<file path="src/core/fdp_pkg.sv">
// Constants, register map and mode encodings of the flexible duplex data port
package fdp_pkg;

   // ***************************************************************
   // Clocking and converter limits
   // ***************************************************************
   localparam int unsigned SYS_CLK_MHZ = 250;
   localparam int unsigned ADC_MAX_MHZ_LO = 50;
   localparam int unsigned ADC_MAX_MHZ_HI = 80;
   localparam logic [7:0] ADC_DIV_MIN_LO = 8'((SYS_CLK_MHZ + ADC_MAX_MHZ_LO - 1) / ADC_MAX_MHZ_LO);
   localparam logic [7:0] ADC_DIV_MIN_HI = 8'((SYS_CLK_MHZ + ADC_MAX_MHZ_HI - 1) / ADC_MAX_MHZ_HI);
   localparam logic [7:0] TX_DIV_MIN = 8'h04;

   // ***************************************************************
   // Bus widths
   // ***************************************************************
   localparam int unsigned BUS_W = 10;
   localparam int unsigned SYNC_BIT = BUS_W - 1;
   localparam logic [9:0] BUS_ALL = 10'h3ff;
   localparam logic [9:0] BUS_NONE = 10'h000;
   localparam logic [9:0] BUS_SYNC_ONLY = 10'h200;

   // ***************************************************************
   // Register map (byte addresses) and fields
   // ***************************************************************
   localparam logic [31:0] CTRL_OFS = 32'h0000_0000;
   localparam logic [31:0] ADC_DIV_OFS = 32'h0000_0004;
   localparam logic [31:0] TX_DIV_OFS = 32'h0000_0008;
   localparam logic [31:0] STATUS_OFS = 32'h0000_000c;
   localparam int unsigned CTRL_MODE_LSB = 0;
   localparam int unsigned CTRL_INTERP_LSB = 2;
   localparam int unsigned CTRL_SPEED_BIT = 4;
   localparam logic [4:0] CTRL_RST = 5'h04;
   localparam logic [7:0] ADC_DIV_RST = 8'h08;
   localparam logic [7:0] TX_DIV_RST = 8'h04;
   localparam int unsigned ST_MODE_LSB = 0;
   localparam int unsigned ST_INTERP_LSB = 4;
   localparam int unsigned ST_SERIAL_BIT = 6;
   localparam int unsigned ST_DIR_BIT = 7;
   localparam int unsigned ST_RXPD_BIT = 8;
   localparam int unsigned ST_TXPD_BIT = 9;
   localparam int unsigned ST_COERCE_BIT = 10;

   // ***************************************************************
   // Mode and interpolation encodings
   // ***************************************************************
   localparam logic [1:0] SEL_FULL = 2'h0;
   localparam logic [1:0] SEL_HD_IL = 2'h1;
   localparam logic [1:0] SEL_HD_PAR = 2'h2;
   localparam logic [1:0] SEL_COMPAT = 2'h3;
   localparam logic [1:0] INTERP_1X = 2'h0;
   localparam logic [1:0] INTERP_2X = 2'h1;
   localparam logic [1:0] INTERP_4X = 2'h2;

   typedef enum logic [3:0] {
      FDP_FULL_DUPLEX = 4'h1,
      FDP_HD_INTERLEAVED = 4'h2,
      FDP_HD_PARALLEL = 4'h4,
      FDP_COMPAT = 4'h8
   } fdp_mode_e;

   // ***************************************************************
   // Positions in the synchronised control pin vector
   // ***************************************************************
   localparam int unsigned PIN_DIR = 0;
   localparam int unsigned PIN_PHASE = 1;
   localparam int unsigned PIN_FD = 2;
   localparam int unsigned PIN_INTERP_LSB = 3;
   localparam int unsigned PIN_SERIAL = 5;
   localparam int unsigned PIN_RXPD = 6;
   localparam int unsigned PIN_TXPD = 7;
   localparam int unsigned PIN_N = 8;

endpackage : fdp_pkg

</file>
<file path="src/core/fdp_sync2.sv">
// Two flip-flop synchroniser for a vector of pin inputs
`timescale 1ns/1ns
module fdp_sync2 #(
   parameter int unsigned WIDTH = 1
) (
   input wire logic clk_sys_i,
   input wire logic ce_i,
   input wire logic [WIDTH-1:0] async_i,
   output logic [WIDTH-1:0] sync_o
);

   genvar gi;
   generate
      for (gi = 0; gi < WIDTH; gi++) begin : g_bit
         logic meta_q;
         logic stab_q;
         always_ff @(posedge clk_sys_i) begin
            if (ce_i) begin
               meta_q <= async_i[gi];
               stab_q <= meta_q;
            end
         end
         assign sync_o[gi] = stab_q;
      end
   endgenerate

endmodule : fdp_sync2

</file>
<file path="src/core/fdp_clk_div.sv">
// Programmable divider giving a period strobe and a mid-period strobe
`timescale 1ns/1ns
module fdp_clk_div (
   input wire logic clk_sys_i,
   input wire logic rst_n_i,
   input wire logic ce_i,
   input wire logic en_i,
   input wire logic [7:0] div_i,
   output logic strobe_o,
   output logic half_o
);

   logic [7:0] cnt_q;

   always_ff @(posedge clk_sys_i) begin
      if (!rst_n_i) begin
         cnt_q <= 8'h00;
      end else if (ce_i) begin
         if (!en_i || cnt_q >= div_i - 8'h01) begin
            cnt_q <= 8'h00;
         end else begin
            cnt_q <= cnt_q + 8'h01;
         end
      end
   end

   assign strobe_o = en_i && ce_i && (cnt_q == 8'h00);
   assign half_o = en_i && ce_i && (cnt_q == (div_i >> 1));

endmodule : fdp_clk_div

</file>
<file path="src/core/fdp_port.sv">
// Flexible duplex data port: pin muxing, sample steering and AHB-Lite registers
//
// The address map and the AHB-Lite register port were left to the implementer.
`timescale 1ns/1ns
module fdp_port (
   input wire logic clk_sys_i,
   input wire logic rst_n_i,
   input wire logic ce_i,
   input wire logic hsel_i,
   input wire logic [31:0] haddr_i,
   input wire logic [1:0] htrans_i,
   input wire logic hwrite_i,
   input wire logic [2:0] hsize_i,
   input wire logic [31:0] hwdata_i,
   input wire logic hready_i,
   output logic [31:0] hrdata_o,
   output logic hreadyout_o,
   output logic hresp_o,
   input wire logic [9:0] upper_data_bus_i,
   output logic [9:0] upper_data_bus_o,
   output logic [9:0] upper_data_bus_oe_o,
   input wire logic [9:0] lower_data_bus_i,
   output logic [9:0] lower_data_bus_o,
   output logic [9:0] lower_data_bus_oe_o,
   input wire logic direction_select_pin_i,
   input wire logic rx_channel_phase_pin_i,
   output logic rx_channel_phase_pin_o,
   output logic rx_channel_phase_pin_oe_o,
   output logic data_clock_out_pin_o,
   input wire logic full_duplex_strap_i,
   input wire logic [1:0] interp_strap_i,
   input wire logic serial_port_enable_i,
   input wire logic rx_power_down_pin_i,
   input wire logic tx_power_down_pin_i,
   output logic adc_sample_o,
   input wire logic [9:0] adc_a_i,
   input wire logic [9:0] adc_b_i,
   output logic [9:0] dac_a_o,
   output logic [9:0] dac_b_o,
   output logic dac_valid_o,
   output logic [1:0] dac_interp_o
);

   // ***************************************************************
   // Pin synchronisers
   // ***************************************************************
   logic [fdp_pkg::PIN_N-1:0] pins_raw;
   logic [fdp_pkg::PIN_N-1:0] pins_s;
   logic [19:0] bus_s;
   logic [9:0] upper_s;
   logic [9:0] lower_s;

   assign pins_raw = {tx_power_down_pin_i, rx_power_down_pin_i, serial_port_enable_i,
                      interp_strap_i, full_duplex_strap_i, rx_channel_phase_pin_i,
                      direction_select_pin_i};

   fdp_sync2 #(.WIDTH(fdp_pkg::PIN_N)) u_pin_sync (
      .clk_sys_i(clk_sys_i),
      .ce_i(ce_i),
      .async_i(pins_raw),
      .sync_o(pins_s)
   );

   fdp_sync2 #(.WIDTH(20)) u_bus_sync (
      .clk_sys_i(clk_sys_i),
      .ce_i(ce_i),
      .async_i({upper_data_bus_i, lower_data_bus_i}),
      .sync_o(bus_s)
   );

   assign upper_s = bus_s[19:10];
   assign lower_s = bus_s[9:0];

   // ***************************************************************
   // Strap capture at reset release
   // ***************************************************************
   logic strap_pend_q;
   logic serial_en_q;
   logic fd_strap_q;
   logic width_strap_q;
   logic [1:0] interp_strap_q;

   always_ff @(posedge clk_sys_i) begin
      if (!rst_n_i) begin
         strap_pend_q <= 1'b1;
         serial_en_q <= 1'b0;
         fd_strap_q <= 1'b0;
         width_strap_q <= 1'b0;
         interp_strap_q <= fdp_pkg::INTERP_2X;
      end else if (ce_i && strap_pend_q) begin
         strap_pend_q <= 1'b0;
         serial_en_q <= pins_s[fdp_pkg::PIN_SERIAL];
         fd_strap_q <= pins_s[fdp_pkg::PIN_FD];
         width_strap_q <= pins_s[fdp_pkg::PIN_PHASE];
         interp_strap_q <= pins_s[fdp_pkg::PIN_INTERP_LSB +: 2];
      end
   end

   // ***************************************************************
   // Registers
   // ***************************************************************
   logic [4:0] ctrl_q;
   logic [7:0] adc_div_q;
   logic [7:0] tx_div_q;
   logic wr_pend_q;
   logic [31:0] wr_addr_q;
   logic [31:0] hrdata_q;
   logic [31:0] rd_mux;
   logic [31:0] status;
   logic addr_ph;

   assign addr_ph = ce_i && hsel_i && htrans_i[1] && hready_i;

   always_ff @(posedge clk_sys_i) begin
      if (!rst_n_i) begin
         wr_pend_q <= 1'b0;
         wr_addr_q <= 32'h0000_0000;
      end else if (ce_i) begin
         wr_pend_q <= addr_ph && hwrite_i;
         if (addr_ph) begin
            wr_addr_q <= haddr_i;
         end
      end
   end

   always_ff @(posedge clk_sys_i) begin
      if (!rst_n_i) begin
         ctrl_q <= fdp_pkg::CTRL_RST;
         adc_div_q <= fdp_pkg::ADC_DIV_RST;
         tx_div_q <= fdp_pkg::TX_DIV_RST;
      end else if (ce_i && wr_pend_q) begin
         unique case (wr_addr_q)
            fdp_pkg::CTRL_OFS: ctrl_q <= hwdata_i[4:0];
            fdp_pkg::ADC_DIV_OFS: adc_div_q <= hwdata_i[7:0];
            fdp_pkg::TX_DIV_OFS: tx_div_q <= hwdata_i[7:0];
            default: ctrl_q <= ctrl_q;
         endcase
      end
   end

   always_comb begin
      unique case (haddr_i)
         fdp_pkg::CTRL_OFS: rd_mux = {27'h0, ctrl_q};
         fdp_pkg::ADC_DIV_OFS: rd_mux = {24'h0, adc_div_q};
         fdp_pkg::TX_DIV_OFS: rd_mux = {24'h0, tx_div_q};
         fdp_pkg::STATUS_OFS: rd_mux = status;
         default: rd_mux = 32'h0000_0000;
      endcase
   end

   always_ff @(posedge clk_sys_i) begin
      if (!rst_n_i) begin
         hrdata_q <= 32'h0000_0000;
      end else if (addr_ph && !hwrite_i) begin
         hrdata_q <= rd_mux;
      end
   end

   assign hrdata_o = hrdata_q;
   assign hreadyout_o = ce_i;
   assign hresp_o = 1'b0;

   // ***************************************************************
   // Mode and interpolation resolution
   // ***************************************************************
   fdp_pkg::fdp_mode_e mode;
   logic [1:0] mode_sel;
   logic [1:0] interp_req;
   logic [1:0] interp_eff;
   logic coerced;
   logic speed_hi;
   logic dir_s;
   logic rx_pd_s;
   logic tx_pd_s;
   logic is_fd;
   logic is_half_duplex_interleaved_mode;
   logic is_half_duplex_parallel_mode;
   logic is_compat;

   assign speed_hi = ctrl_q[fdp_pkg::CTRL_SPEED_BIT];
   assign dir_s = pins_s[fdp_pkg::PIN_DIR];
   assign rx_pd_s = pins_s[fdp_pkg::PIN_RXPD];
   assign tx_pd_s = pins_s[fdp_pkg::PIN_TXPD];

   always_comb begin
      if (serial_en_q) begin
         mode_sel = ctrl_q[fdp_pkg::CTRL_MODE_LSB +: 2];
         interp_req = ctrl_q[fdp_pkg::CTRL_INTERP_LSB +: 2];
      end else if (fd_strap_q) begin
         mode_sel = fdp_pkg::SEL_FULL;
         interp_req = interp_strap_q;
      end else begin
         mode_sel = width_strap_q ? fdp_pkg::SEL_HD_IL : fdp_pkg::SEL_HD_PAR;
         interp_req = interp_strap_q;
      end
   end

   always_comb begin
      unique case (mode_sel)
         fdp_pkg::SEL_FULL: mode = fdp_pkg::FDP_FULL_DUPLEX;
         fdp_pkg::SEL_HD_IL: mode = fdp_pkg::FDP_HD_INTERLEAVED;
         fdp_pkg::SEL_HD_PAR: mode = fdp_pkg::FDP_HD_PARALLEL;
         fdp_pkg::SEL_COMPAT: mode = fdp_pkg::FDP_COMPAT;
      endcase
   end

   assign is_fd = (mode == fdp_pkg::FDP_FULL_DUPLEX);
   assign is_half_duplex_interleaved_mode = (mode == fdp_pkg::FDP_HD_INTERLEAVED);
   assign is_half_duplex_parallel_mode = (mode == fdp_pkg::FDP_HD_PARALLEL);
   assign is_compat = (mode == fdp_pkg::FDP_COMPAT);

   always_comb begin
      interp_eff = interp_req;
      coerced = 1'b0;
      if (interp_req == 2'h3 || (!is_half_duplex_parallel_mode && interp_req == fdp_pkg::INTERP_1X)) begin
         interp_eff = fdp_pkg::INTERP_2X;
         coerced = 1'b1;
      end
   end

   assign dac_interp_o = interp_eff;
   assign status = {21'h0, coerced, tx_pd_s, rx_pd_s, dir_s, serial_en_q, interp_eff, mode};

   // ***************************************************************
   // Path enables and dividers
   // ***************************************************************
   logic rx_act;
   logic tx_act;
   logic rx_il;
   logic tx_il;
   logic [7:0] adc_div_min;
   logic [7:0] adc_div_eff;
   logic [7:0] tx_div_eff;
   logic rx_stb;
   logic rx_half;
   logic tx_stb;

   // Paths stay idle until the straps are latched, so no word moves in a stale mode
   assign rx_act = !strap_pend_q && (is_fd || !dir_s) && !rx_pd_s;
   assign tx_act = !strap_pend_q && (is_fd || dir_s) && !tx_pd_s;
   assign rx_il = is_fd || is_half_duplex_interleaved_mode;
   assign tx_il = !is_half_duplex_parallel_mode;
   assign adc_div_min = speed_hi ? fdp_pkg::ADC_DIV_MIN_HI : fdp_pkg::ADC_DIV_MIN_LO;
   assign adc_div_eff = (adc_div_q < adc_div_min) ? adc_div_min : adc_div_q;
   assign tx_div_eff = (tx_div_q < fdp_pkg::TX_DIV_MIN) ? fdp_pkg::TX_DIV_MIN : tx_div_q;

   fdp_clk_div u_rx_div (
      .clk_sys_i(clk_sys_i),
      .rst_n_i(rst_n_i),
      .ce_i(ce_i),
      .en_i(rx_act),
      .div_i(adc_div_eff),
      .strobe_o(rx_stb),
      .half_o(rx_half)
   );

   fdp_clk_div u_tx_div (
      .clk_sys_i(clk_sys_i),
      .rst_n_i(rst_n_i),
      .ce_i(ce_i),
      .en_i(tx_act),
      .div_i(tx_div_eff),
      .strobe_o(tx_stb),
      .half_o()
   );

   assign adc_sample_o = rx_stb;

   // ***************************************************************
   // Receive steering
   // ***************************************************************
   logic [9:0] lower_q;
   logic [9:0] upper_q;
   logic [9:0] b_hold_q;
   logic phase_q;

   always_ff @(posedge clk_sys_i) begin
      if (!rst_n_i) begin
         lower_q <= 10'h000;
         upper_q <= 10'h000;
         b_hold_q <= 10'h000;
         phase_q <= 1'b0;
      end else if (ce_i) begin
         if (rx_stb) begin
            b_hold_q <= adc_b_i;
            lower_q <= adc_a_i;
            if (rx_il) begin
               phase_q <= 1'b0;
               upper_q <= fdp_pkg::BUS_NONE;
            end else begin
               upper_q <= adc_b_i;
            end
         end else if (rx_half && rx_il) begin
            lower_q <= b_hold_q;
            phase_q <= 1'b1;
            upper_q <= fdp_pkg::BUS_SYNC_ONLY;
         end
      end
   end

   assign lower_data_bus_o = lower_q;
   assign upper_data_bus_o = upper_q;
   assign rx_channel_phase_pin_o = phase_q;

   // ***************************************************************
   // Transmit steering
   // ***************************************************************
   logic tx_sync;
   logic a_have_q;
   logic [9:0] a_hold_q;
   logic [9:0] dac_a_q;
   logic [9:0] dac_b_q;
   logic dac_valid_q;

   assign tx_sync = is_fd ? dir_s : lower_s[fdp_pkg::SYNC_BIT];

   always_ff @(posedge clk_sys_i) begin
      if (!rst_n_i) begin
         a_have_q <= 1'b0;
         a_hold_q <= 10'h000;
         dac_a_q <= 10'h000;
         dac_b_q <= 10'h000;
         dac_valid_q <= 1'b0;
      end else if (ce_i) begin
         dac_valid_q <= 1'b0;
         if (tx_stb && tx_il) begin
            if (tx_sync) begin
               a_hold_q <= upper_s;
               a_have_q <= 1'b1;
            end else if (a_have_q) begin
               dac_a_q <= a_hold_q;
               dac_b_q <= upper_s;
               dac_valid_q <= 1'b1;
               a_have_q <= 1'b0;
            end
         end else if (tx_stb) begin
            dac_a_q <= upper_s;
            dac_b_q <= lower_s;
            dac_valid_q <= 1'b1;
         end
      end
   end

   assign dac_a_o = dac_a_q;
   assign dac_b_o = dac_b_q;
   assign dac_valid_o = dac_valid_q;

   // ***************************************************************
   // Data clock and bus direction
   // ***************************************************************
   logic dclk_q;
   logic [9:0] upper_oe_q;
   logic [9:0] lower_oe_q;
   logic phase_oe_q;

   always_ff @(posedge clk_sys_i) begin
      if (!rst_n_i) begin
         dclk_q <= 1'b0;
      end else if (ce_i) begin
         if (is_fd || dir_s) begin
            dclk_q <= tx_stb;
         end else begin
            dclk_q <= rx_stb || (rx_half && rx_il);
         end
      end
   end

   always_ff @(posedge clk_sys_i) begin
      if (!rst_n_i) begin
         upper_oe_q <= fdp_pkg::BUS_NONE;
         lower_oe_q <= fdp_pkg::BUS_NONE;
         phase_oe_q <= 1'b0;
      end else if (ce_i) begin
         phase_oe_q <= is_fd;
         if (is_fd) begin
            upper_oe_q <= fdp_pkg::BUS_NONE;
            lower_oe_q <= fdp_pkg::BUS_ALL;
         end else if (dir_s) begin
            upper_oe_q <= fdp_pkg::BUS_NONE;
            lower_oe_q <= fdp_pkg::BUS_NONE;
         end else begin
            upper_oe_q <= is_half_duplex_interleaved_mode ? fdp_pkg::BUS_SYNC_ONLY : fdp_pkg::BUS_ALL;
            lower_oe_q <= fdp_pkg::BUS_ALL;
         end
      end
   end

   assign data_clock_out_pin_o = dclk_q;
   assign upper_data_bus_oe_o = upper_oe_q;
   assign lower_data_bus_oe_o = lower_oe_q;
   assign rx_channel_phase_pin_oe_o = phase_oe_q;
endmodule : fdp_port

</file>
<file path="config.mk">
export PLATFORM = sky130hd
export DESIGN_NAME = fdp_port
export DESIGN_NICKNAME = d
export VERILOG_FILES = /design/src/core/fdp_pkg.sv /design/src/core/fdp_sync2.sv /design/src/core/fdp_clk_div.sv /design/src/core/fdp_port.sv
export SDC_FILE = /design/constraint.sdc
export NUM_CORES = 1
export LEC_CHECK = 0
export BUFFER_PORTS_ARGS = -buffer_cell sky130_fd_sc_hd__clkbuf_2
export CORE_AREA = 4 4 159 130
export CTS_CLUSTER_DIAMETER = 40
export DETAILED_ROUTE_END_ITERATION = 16
export DIE_AREA = 0 0 163 134
export PLACE_DENSITY = 0.75
export SLEW_MARGIN = 5
export SYNTH_ARGS = -nofsm -noshare
export SYNTH_HDL_FRONTEND = slang
export SYNTH_SLANG_ARGS = --single-unit
export TNS_END_PERCENT = 20
</file>
<file path="constraint.sdc">
create_clock -name clk_sys_i -period 10 [get_ports clk_sys_i]
set_input_delay 1.5 -clock clk_sys_i [delete_from_list [all_inputs] [get_ports clk_sys_i]]
set_output_delay 1.5 -clock clk_sys_i [all_outputs]
set_load 0.05 [all_outputs]
</file>
==> flow_metrics.tcl, run 1 <==
set metrics [dict create \
    clk_pin_slew_ns 0.06 \
    period_needed_ns 5.46 \
    ys_types 70 \
    syn_inst 932 \
    grt_pass1_vias 6858 \
    tightest_slew_ns 1.11 \
    antenna_found_initial 0 \
    cts_resized 0 \
    min_from "u_bus_sync.g_bit[6].meta_q$_DFFE_PP_" \
    initial_utilization_pct 49.9 \
    synthesis.area_per_instance_um2 10.1 \
    cts_hold_buffers 0 \
    status "finished, final reports clean" \
    path_cells "buf_4 -> or4b_1 -> a31oi_1 -> nand2_1 -> inv_2 -> clkbuf_2" \
    switching_share_pct 25.6 \
    grt_max_degree 52 \
    drive_gt1_share_pct 24.5 \
    r2r-start "adc_div_q[3]$_SDFFE_PN1P_" \
    setup_viol 0 \
    detail_route.wl_per_cell_um 16.4 \
    maxCapViolCount 0 \
    dp.cells 1296 \
    ys.flop_type "dfxtp_1" \
    clock_latency_ns 0.51 \
    dieArea_um2 21800 \
    gp_congestion 0.854 \
    slowest_delay_ns 0.50 \
    cts_buffers 25 \
    cp.required_ns 8.50 \
    coreArea_um2 18900 \
    totalWireLength_mm 22.0 \
    cts_max_level 1 \
    min_path_cells 0 \
    dr.pass1.iters 5 \
    die_w_um 163 \
    cts_root_buffer "clkbuf_16" \
    r2r_cells 12 \
    die_height_um 134 \
    fin_area_um2 11100 \
    clock_sinks 211 \
    cp_max_fo 42 \
    worst_ep_arrival_time_ns 3.96 \
    io_buffers 173 \
    power_density_nw_per_um2 178 \
    finalHoldViolCount 0 \
    vias 7248 \
    ys_seq_area_share_pct 50.7 \
    intPower_mw 1.47 \
    hold_path_class "flip-flop to flip-flop" \
    cpMaxStageDelayCell "or4b_1" \
    endpoint_kind "output port" \
    hpwl_mm 15.7 \
    cts_tree "built" \
    cp-start-kind "input pin" \
    ir_worst_vdd_mv 0.0947 \
    synth_warnings 0 \
    p_leak_nw 4.50 \
    nNetsFinal 1210 \
    slew_headroom_pct 25.8 \
    setup_tns_ns 0 \
    fin_crit_sh_pct 54.6 \
    fin_skew_ns 0.0110 \
    p_seq_share_pct 47.0 \
    r2r_end "u_rx_div.cnt_q[7]$_SDFFE_PN0P_" \
    drv_slew 0 \
    drt_iter0_drc 544 \
    power_frac_comb_pct 9.7 \
    grt_pass1_wl_mm 35.3 \
    drc_errors 0 \
    dpl_cell_area_um2 10300 \
    whs_endpoint "u_bus_sync.g_bit[6].stab_q$_DFFE_PP_" \
    synth_area_um2 9440 \
    vias_per_cell 5.40 \
    fp-row-count 45 \
    post_cts.repair.setup_buffers 0 \
    utilization_pct 58.5 \
    clkPwrFrac_pct 43.3 \
    async_flop_share_pct 0 \
    reg2reg_slack_ns 5.93 \
    rsz0062_at_grt "no" \
    instances_no_fill 1341 \
    critPathKind "input pin to output port" \
    grt-ovfl-total 0 \
    diodes 0 \
    ys_seq_elements 211 \
    pin_count 224 \
    cts_buffer_depth 3 \
    synth_edf_count 56 \
    max_freq_mhz 183 \
    p_switching_uw 505 \
    postRouteAntennaNets 0 \
    track_usage_pct 19.5 \
    area_growth_pct 17.3 \
]
[layer usage]
metal  share of wire, %  global-route usage [%]  wire, um
met3                5.8                    3.23      1280
met1                 46                    28.1     10200
met4                2.2                    5.26       481
met2                 46                    30.4     10100
met5                  0                       0         0
[power by group through the flow]
stage / Clock (mW) / Sequential (mW) / Combinational [mW]
detailed placement: 0 / 0.946 / 0.191
global route: 0.914 / 0.931 / 0.205
CTS: 0.873 / 0.928 / 0.192
global placement: 0 / 0.945 / 0.190
floorplan: 0 / 0.960 / 0.126
finish: 0.856 / 0.928 / 0.192
[cell usage in the layout (no fill, tap or decap), types with 5 or more instances in the layout]
master and n:
clkbuf_2 172, dfxtp_1 155, nand2_1 127, a21oi_1 74, edfxtp_1 56, nor2_1 53, mux2i_1 39, mux2_2 30
o21bai_1 30, clkbuf_16 25, xor2_1 22, ha_1 22, conb_1 22, o311a_1 21, nor4_1 20, nand3_1 14
o21ai_0 13, inv_1 12, o21ai_1 12, buf_4 11, nand4_1 10, a211oi_1 10, o211a_1 10, nand2b_1 8
xnor2_1 8, clkbuf_1 7, nor2b_1 6, a22oi_1 5, and2_1 5, a21o_1 5, and3_1 5
[flip-flops by register name (all words and copies together) (netlist names), 10 cells and up]
name,cells
upper_data_bus_o,10
hrdata_o,11
a_hold_q,10
dac_b_o,10
wr_addr_q,32
dac_a_o,10
u_bus_sync.g_bit.meta_q,20
u_bus_sync.g_bit.stab_q,20
lower_data_bus_o,10
b_hold_q,10
[worst max-delay path by stage]
stage	start	end	slack [ns]
global placement	ce_i	adc_sample_o	4.54
global route	ce_i	adc_sample_o	4.40
floorplan	ce_i	adc_sample_o	5.59
detailed placement	ce_i	adc_sample_o	4.55
finish	ce_i	adc_sample_o	4.54
CTS	ce_i	adc_sample_o	4.56
[cell usage after synthesis (all sizes together) (5+ instances only)]
cell type / number / area (um^2)
dfxtp: 155 / 3100
nand2: 127 / 477
a21oi: 74 / 370
buf: 59 / 388
edfxtp: 56 / 1680
nor2: 53 / 199
clkbuf: 39 / 146
mux2i: 39 / 390
mux2: 32 / 360
o21bai: 30 / 225
o21ai: 25 / 125
ha: 22 / 275
nor4: 22 / 159
xor2: 22 / 193
o311a: 21 / 210
inv: 14 / 52.6
nand3: 14 / 70.1
a211oi: 10 / 75.1
nand4: 10 / 62.6
o211a: 10 / 100
nand2b: 8 / 50.1
xnor2: 8 / 70.1
nor2b: 6 / 37.5
nor4b: 6 / 58.8
a21o: 5 / 37.5
a22oi: 5 / 37.5
and2: 5 / 31.3
and3: 5 / 31.3
[cells by family after synthesis]
family	Yosys count	share of synthesized area, %
buf+inv	112	6.21
mux	73	8.43
compound gates	206	14.9
simple gates	277	14.1
other cells	1	0.0397
fa+ha+maj	22	2.92
xor+xnor	30	2.78
flops	211	50.7
[metrics by stage]
stage                     setup slack (ns)  total power [mW]  hold WS (ns)
after global placement                4.54              1.13         0.401
after CTS                             4.56              1.99         0.419
after floorplan                       5.59              1.09         0.400
after detailed placement              4.55              1.14         0.405
final                                 4.54              1.98         0.418
after global routing                  4.40              2.05         0.429
[area by class of cell]
class,instances,area [um^2]
flip-flops and latches,211,4780
inverters,14,52.6
well taps,258,323
multi-input cells,630,4180
clock inverters,11,110
repair buffers,183,943
fillers,1641,7840
clock buffers,34,679
[critical path: cells and delay by family]
family                 cells  cell delay (ns)
buffers and inverters      3             1.22
AND/OR/NAND/NOR            2             0.87
AO/OA/AOI/OAI              1             0.33
No activity file was read; power rests on OpenSTA's default activity.
==> run 2, diff against run 1 <==
--- a/config.mk
+++ b/config.mk
@@ -5,12 +5,13 @@
 export SDC_FILE = /design/constraint.sdc
 export NUM_CORES = 1
 export LEC_CHECK = 0
+export ABC_AREA = 1
 export BUFFER_PORTS_ARGS = -buffer_cell sky130_fd_sc_hd__clkbuf_2
-export CORE_AREA = 4 4 159 130
+export CORE_AREA = 4 4 161 132
 export CTS_CLUSTER_DIAMETER = 40
 export DETAILED_ROUTE_END_ITERATION = 16
-export DIE_AREA = 0 0 163 134
-export PLACE_DENSITY = 0.75
+export DIE_AREA = 0 0 165 136
+export PLACE_DENSITY = 0.74
 export SLEW_MARGIN = 5
 export SYNTH_ARGS = -nofsm -noshare
 export SYNTH_HDL_FRONTEND = slang
==> constraint.sdc (replaced) <==
create_clock -name clk_sys_i -period 5.7 [get_ports clk_sys_i]
set_input_delay 0.855 -clock clk_sys_i [delete_from_list [all_inputs] [get_ports clk_sys_i]]
set_output_delay 0.855 -clock clk_sys_i [all_outputs]
set_load 0.05 [all_outputs]
==> run 2 against run 1 <==
  * Count of clock-buffer cells in the layout unchanged
  * First-iteration DRC count decreased by 4.6%
  * Worst hold slack got worse by 0.00050 ns
  * Sequential power increased by 76%
  * Synthesized area increased by 2.5%
  * Core utilization decreased by 0.60 points
  * Routed wire length increased by 0.99%
  * Clock skew increased by 0.0044 ns
  * Sequential share of layout area decreased by 1.1 points
  * Clock power increased by 110%
  * Combinational power increased by 83%
  * Non-clock buffer count decreased by 4
  * Critical path type is now flip-flop to output port
  * Largest cell class unchanged
==> flow_metrics.tcl, run 2 <==
set metrics [dict create \
    synthesis.area_per_instance_um2 7.95 \
    clk_pin_slew_ns 0.06 \
    drc_errors 0 \
    die_height_um 136 \
    syn_inst 1218 \
    hpwl_mm 15.8 \
    gp_congestion 0.901 \
    cp.depth 7 \
    fin_skew_ns 0.0154 \
    slowest_delay_ns 0.41 \
    die_w_um 165 \
    ys_seq_elements 211 \
    path_cells "inv_1 -> ha_1 -> nand3_1 -> nor3_1 -> nand4_4 -> inv_2 -> clkbuf_2" \
    setup_viol 0 \
    period_needed_ns 3.67 \
    instances_no_fill 1641 \
    ys_top_cells_by_count "nand2_1, nor2_1, dfxtp_1" \
    finalHoldViolCount 0 \
    rsz0062_at_grt "no" \
    diodes 0 \
    cts_buffer_depth 3 \
    maxCapViolCount 0 \
    nNetsFinal 1500 \
    dp.cells 1589 \
    layout_setup_ws_ns 2.03 \
    drive_gt1_share_pct 19.1 \
    area_growth_pct 17.5 \
    synth_edf_count 56 \
    async_flop_share_pct 0 \
    dieArea_um2 22400 \
    totalWireLength_mm 22.3 \
    power_density_nw_per_um2 330 \
    seqCellArea_um2 4780 \
    cp-start-kind "flip-flop" \
    grt-ovfl-total 0 \
    ys_seq_area_share_pct 49.4 \
    largest_reg_flops 32 \
    cp.required_ns 4.85 \
    final_common_cell "nand2_1" \
    mostFrequentLayoutCells "nand2_1, nor2_1, clkbuf_2" \
    worst_ep_arrival_time_ns 2.82 \
    multi_input_area_um2 3960 \
    utilization_pct 57.9 \
    pin_count 224 \
    p_leak_nw 5.08 \
    vias_per_cell 4.96 \
    power_frac_comb_pct 9.4 \
    r2r_cells 20 \
    cts_tree "built" \
    path_buf_inv 3 \
    drt_iter0_drc 519 \
    intPower_mw 2.76 \
    ys_types 40 \
    tightest_slew_ns 0.878 \
    synth_top_cells_by_area "dfxtp_1, edfxtp_1, nand2_1" \
    synth_warnings 0 \
    clock_sinks 211 \
    cpMaxStageDelayCell "inv_2" \
    cts_root_buffer "clkbuf_16" \
    ys.flop_type "dfxtp_1" \
    ir_worst_vdd_mv 0.249 \
    cts_buffers 28 \
    synth_top_area_share_pct 32.1 \
    endpoint_kind "output port" \
    cts_resized 0 \
    synth_area_um2 9680 \
    detail_route.wl_per_cell_um 13.6 \
    path_delay_family "buffers and inverters" \
    vias 8141 \
    fin_crit_sh_pct 64.4 \
    grt_pass1_vias 7442 \
    clkPwrFrac_pct 47.2 \
    postRouteAntennaNets 0 \
    synth.most_common_cell "nand2_1" \
    cts_max_level 1 \
    largest-register "wr_addr_q" \
    max_freq_mhz 272 \
    track_usage_pct 19.7 \
    grt_max_degree 81 \
    place_ws_ns 2.42 \
    fp-row-count 46 \
    cp_max_fo 24 \
    dr.pass1.iters 5 \
    yosysTopAreaCell "dfxtp_1" \
    min_path_cells 0 \
    cts_hold_buffers 0 \
    p_seq_share_pct 43.4 \
    io_buffers 173 \
    reg_top3 "wr_addr_q x32, u_bus_sync.g_bit.meta_q x20, u_bus_sync.g_bit.stab_q x20" \
    setup_tns_ns 0 \
    n_fill_cell 1794 \
    status "finished, final reports clean" \
    initial_utilization_pct 49.3 \
    grt_pass1_wl_mm 36.6 \
    drv_slew 0 \
    p_switching_uw 990 \
    clock_latency_ns 0.54 \
    post_cts.repair.setup_buffers 0 \
    slew_headroom_pct 41.1 \
    coreArea_um2 19600 \
    switching_share_pct 26.4 \
    critPathKind "flip-flop to output port" \
    hold_path_class "flip-flop to flip-flop" \
    antenna_found_initial 0 \
]
run 2: stage by stage:
step                cell area (um^2)  total power, mW  hold WS [ns]
detailed placement             10400             2.01         0.405
floorplan                       9760             1.93         0.400
global placement               10400             2.01         0.404
global route                   11400             3.89         0.425
finish                         11400             3.75         0.418
CTS                            11400             3.79         0.419
run 2: logic make-up (layout without fill, tap and decap cells):
| family | count (synthesis) | in the layout | synth area share, % |
|---|---|---|---|
| compound gates | 210 | 210 | 11.4 |
| xor+xnor | 22 | 22 | 1.99 |
| fa+ha+maj | 22 | 22 | 2.84 |
| buf+inv | 203 | 341 | 10.5 |
| flops | 211 | 211 | 49.4 |
| other cells | 1 | 22 | 0.0387 |
| simple gates | 549 | 549 | 23.8 |
run 2: power by group through the flow:
stage	Sequential (mW)	Combinational [mW]	Clock [mW]
after floorplan	1.68	0.253	0
after global placement	1.66	0.349	0
after detailed placement	1.66	0.353	0
after CTS	1.63	0.354	1.80
after global routing	1.63	0.388	1.87
final	1.63	0.352	1.77
run 2: worst paths after layout:
check	start	end	slack (ns)
max	u_rx_div.cnt_q[0]$_SDFFE_PN0P_	adc_sample_o	2.03
min	u_bus_sync.g_bit[6].meta_q$_DFFE_PP_	u_bus_sync.g_bit[6].stab_q$_DFFE_PP_	0.42
max reg2reg	adc_div_q[3]$_SDFFE_PN1P_	u_rx_div.cnt_q[7]$_SDFFE_PN0P_	2.42
min reg2reg	u_bus_sync.g_bit[6].meta_q$_DFFE_PP_	u_bus_sync.g_bit[6].stab_q$_DFFE_PP_	0.42
run 2: routing by layer:
| layer | GRT usage [%] | up-vias | routed length, um |
|---|---|---|---|
| li1 | - | 4189 | - |
| met1 | 28.7 | 3686 | 10500 |
| met2 | 30.8 | 231 | 9990 |
| met3 | 3.09 | 35 | 1330 |
| met4 | 4.94 | 0 | 422 |
| met5 | 0 | - | 0 |
run 2: cell type report:
| class | count | share of cell area [%] |
|---|---|---|
| Inverter | 110 | 3.63 |
| Multi-Input combinational cell | 825 | 34.8 |
| Clock buffer | 34 | 6.74 |
| Sequential cell | 211 | 42.1 |
| Clock inverter | 18 | 1.80 |
| Timing Repair Buffer | 179 | 8.05 |
| Tap cell | 264 | 2.90 |
run 2: worst reg2reg max path: stages, from the launching register on:
cell and delay [ns]:
dfxtp_1 0.38, nor2_1 0.24, nand3_1 0.14, inv_1 0.07
nand2_1 0.09, nand2_1 0.07, o21ai_0 0.08, inv_1 0.13
ha_1 0.20, inv_1 0.05, nor2_1 0.17, nand3_1 0.12
xor2_1 0.17, ha_1 0.28, nand2_1 0.09, nor2_1 0.05
a211oi_1 0.23, nand3_1 0.11, o21ai_0 0.15, nand2_1 0.22
nor2_1 0.17
==> run 3, diff against run 2 <==
--- a/config.mk
+++ b/config.mk
@@ -7,11 +7,11 @@
 export LEC_CHECK = 0
 export ABC_AREA = 1
 export BUFFER_PORTS_ARGS = -buffer_cell sky130_fd_sc_hd__clkbuf_2
-export CORE_AREA = 4 4 161 132
+export CORE_AREA = 4 4 163 133
 export CTS_CLUSTER_DIAMETER = 40
 export DETAILED_ROUTE_END_ITERATION = 16
-export DIE_AREA = 0 0 165 136
-export PLACE_DENSITY = 0.74
+export DIE_AREA = 0 0 167 137
+export PLACE_DENSITY = 0.76
 export SLEW_MARGIN = 5
 export SYNTH_ARGS = -nofsm -noshare
 export SYNTH_HDL_FRONTEND = slang
==> constraint.sdc (replaced) <==
create_clock -name clk_sys_i -period 3 [get_ports clk_sys_i]
set_input_delay 0.45 -clock clk_sys_i [delete_from_list [all_inputs] [get_ports clk_sys_i]]
set_output_delay 0.45 -clock clk_sys_i [all_outputs]
set_load 0.05 [all_outputs]
==> run 3 against run 2 <==
  * Non-clock buffer count grew 8
  * Die area grew 2.0%
  * Critical path depth grew 1
  * Count of clock-buffer cells in the layout shrank 3
  * Clock skew grew 0.0080 ns
  * Sequential power grew 90%
  * Worst setup slack lost 1.8 ns
  * Final cell count grew 0.37%
  * Flip-flop and latch count is the same
  * Largest cell class unchanged
==> flow_metrics.tcl, run 3 (same netlist as run 2, synthesis figures left out) <==
set metrics [dict create \
    cp.required_ns 2.55 \
    ir_worst_vdd_mv 0.464 \
    slowest_delay_ns 0.44 \
    diodes 0 \
    grt_pass1_wl_mm 37.0 \
    drv_slew 0 \
    critPathKind "flip-flop to output port" \
    dr.pass1.iters 5 \
    totalWireLength_mm 22.7 \
    fin_crit_sh_pct 93.9 \
    mostFrequentLayoutCells "nand2_1, nor2_1, clkbuf_2" \
    largest-register "wr_addr_q" \
    drive_gt1_share_pct 20.3 \
    maxCapViolCount 0 \
    antenna_found_initial 0 \
    postRouteAntennaNets 0 \
    area_growth_pct 18.2 \
    endpoint_kind "output port" \
    worst_ep_arrival_time_ns 2.37 \
    cts_buffers 28 \
    io_buffers 173 \
    status "finished, final reports clean" \
    hold_path_class "input pin to flip-flop" \
    grt_max_degree 61 \
    cts_max_level 1 \
    coreArea_um2 19900 \
    r2r_end "u_rx_div.cnt_q[7]$_SDFFE_PN0P_" \
    crit_end "dac_interp_o[0]" \
    drc_errors 0 \
    utilization_pct 57.6 \
    min_from "lower_data_bus_i[6]" \
    vias 8136 \
    cts_buffer_depth 3 \
    cp.depth 8 \
    crit_start "serial_en_q$_SDFFE_PN0P_" \
    path_delay_family "buffers and inverters" \
    clock_latency_ns 0.53 \
    track_usage_pct 19.3 \
    critPathMostFrequentCell "inv_2" \
    p_leak_nw 5.09 \
    r2r_cells 20 \
    gp_congestion 0.871 \
    die_height_um 137 \
    cp_max_fo 14 \
    slew_headroom_pct 31.5 \
    fp-row-count 46 \
    power_density_nw_per_um2 616 \
    period_needed_ns 2.82 \
    vias_per_cell 4.94 \
    grt_pass1_vias 7447 \
    hpwl_mm 16.3 \
    max_freq_mhz 355 \
    r2r-start "adc_div_q[4]$_SDFFE_PN0P_" \
    reg_top3 "wr_addr_q x32, u_bus_sync.g_bit.meta_q x20, u_bus_sync.g_bit.stab_q x20" \
    dp.cells 1596 \
    setup_tns_ns 0 \
    cp-start-kind "flip-flop" \
    initial_utilization_pct 48.7 \
    cts_tree "built" \
    path_cells "nand2_2 -> inv_2 -> a21oi_4 -> inv_2 -> nand2_1 -> a21oi_1 -> inv_1 -> clkbuf_2" \
    instances_no_fill 1647 \
    dieArea_um2 22900 \
    pin_count 224 \
    finalHoldViolCount 0 \
    clock_sinks 211 \
    reg2reg_slack_ns 0.30 \
    clk_pin_slew_ns 0.06 \
    cpMaxStageDelayCell "dfxtp_2" \
    drt_iter0_drc 613 \
    nNetsFinal 1508 \
    grt-ovfl-total 0 \
    tightest_slew_ns 1.02 \
    setup_viol 0 \
    path_buf_inv 4 \
    detail_route.wl_per_cell_um 13.8 \
    cts_root_buffer "clkbuf_16" \
    die_w_um 167 \
    largest_reg_flops 32 \
    fin_skew_ns 0.0234 \
    final_common_cell "nand2_1" \
]
[run 3: changes by cell type in the layout (fill, tap and decap cells not counted), moves of 5 or more]
cell / before / now
buf_4: 8 / 16
clkinvlp_4: 1 / 6
dfxtp_1: 155 / 150
dfxtp_2: 0 / 5
[run 3: worst min-delay path by stage]
| stage | to | slack [ns] | cells after the start |
|---|---|---|---|
| after detailed placement | u_bus_sync.g_bit[17].stab_q$_DFFE_PP_ | 0.40 | 0 |
| after global placement | u_bus_sync.g_bit[8].stab_q$_DFFE_PP_ | 0.40 | 0 |
| after global routing | u_pin_sync.g_bit[1].meta_q$_DFFE_PP_ | 0.07 | 1 |
| after floorplan | u_bus_sync.g_bit[0].stab_q$_DFFE_PP_ | 0.40 | 0 |
| final | u_bus_sync.g_bit[6].meta_q$_DFFE_PP_ | 0.08 | 1 |
| after CTS | u_bus_sync.g_bit[6].meta_q$_DFFE_PP_ | 0.06 | 1 |
[run 3: area by class of cell]
type,count,area [um^2]
inverter,110,414
sequential,211,4790
clock inverter,19,209
tap,264,330
fill,1827,8420
timing repair buffer,187,976
multi-input combinational,825,3990
clock buffer,31,732
[run 3: metrics by stage]
step | instance area (um^2) | setup WS, ns | hold slack [ns] | total power, mW
2_1_floorplan | 9760 | 0.351 | 0.400 | 3.67
3_3_place_gp | 10500 | 0.194 | 0.404 | 3.82
3_5_place_dp | 10500 | 0.0964 | 0.405 | 3.83
4_1_cts | 11400 | 0.0133 | 0.0644 | 7.10
5_1_grt | 11400 | -0.00124 | 0.0658 | 7.31
6_report | 11400 | 0.182 | 0.0848 | 7.05
[run 3: report_power, final]
part / switching (mW) / internal, mW
combinational: 0.504 / 0.174
clock: 1.31 / 1.97
sequential: 0.0579 / 3.04
total: 1.87 / 5.18
[run 3: routing by layer]
layer	track usage, %	wire length [um]	vias up
met5	0	0	-
met4	4.95	448	0
met3	3.06	1520	35
met2	30.0	10000	267
met1	28.4	10700	3631
li1	-	-	4203
[run 3: timing repair]
action,4_1_cts,5_1_grt
resized for setup,0,16
hold buffers,0,0
endpoints found under the setup margin,0,18
buffers inserted,0,1
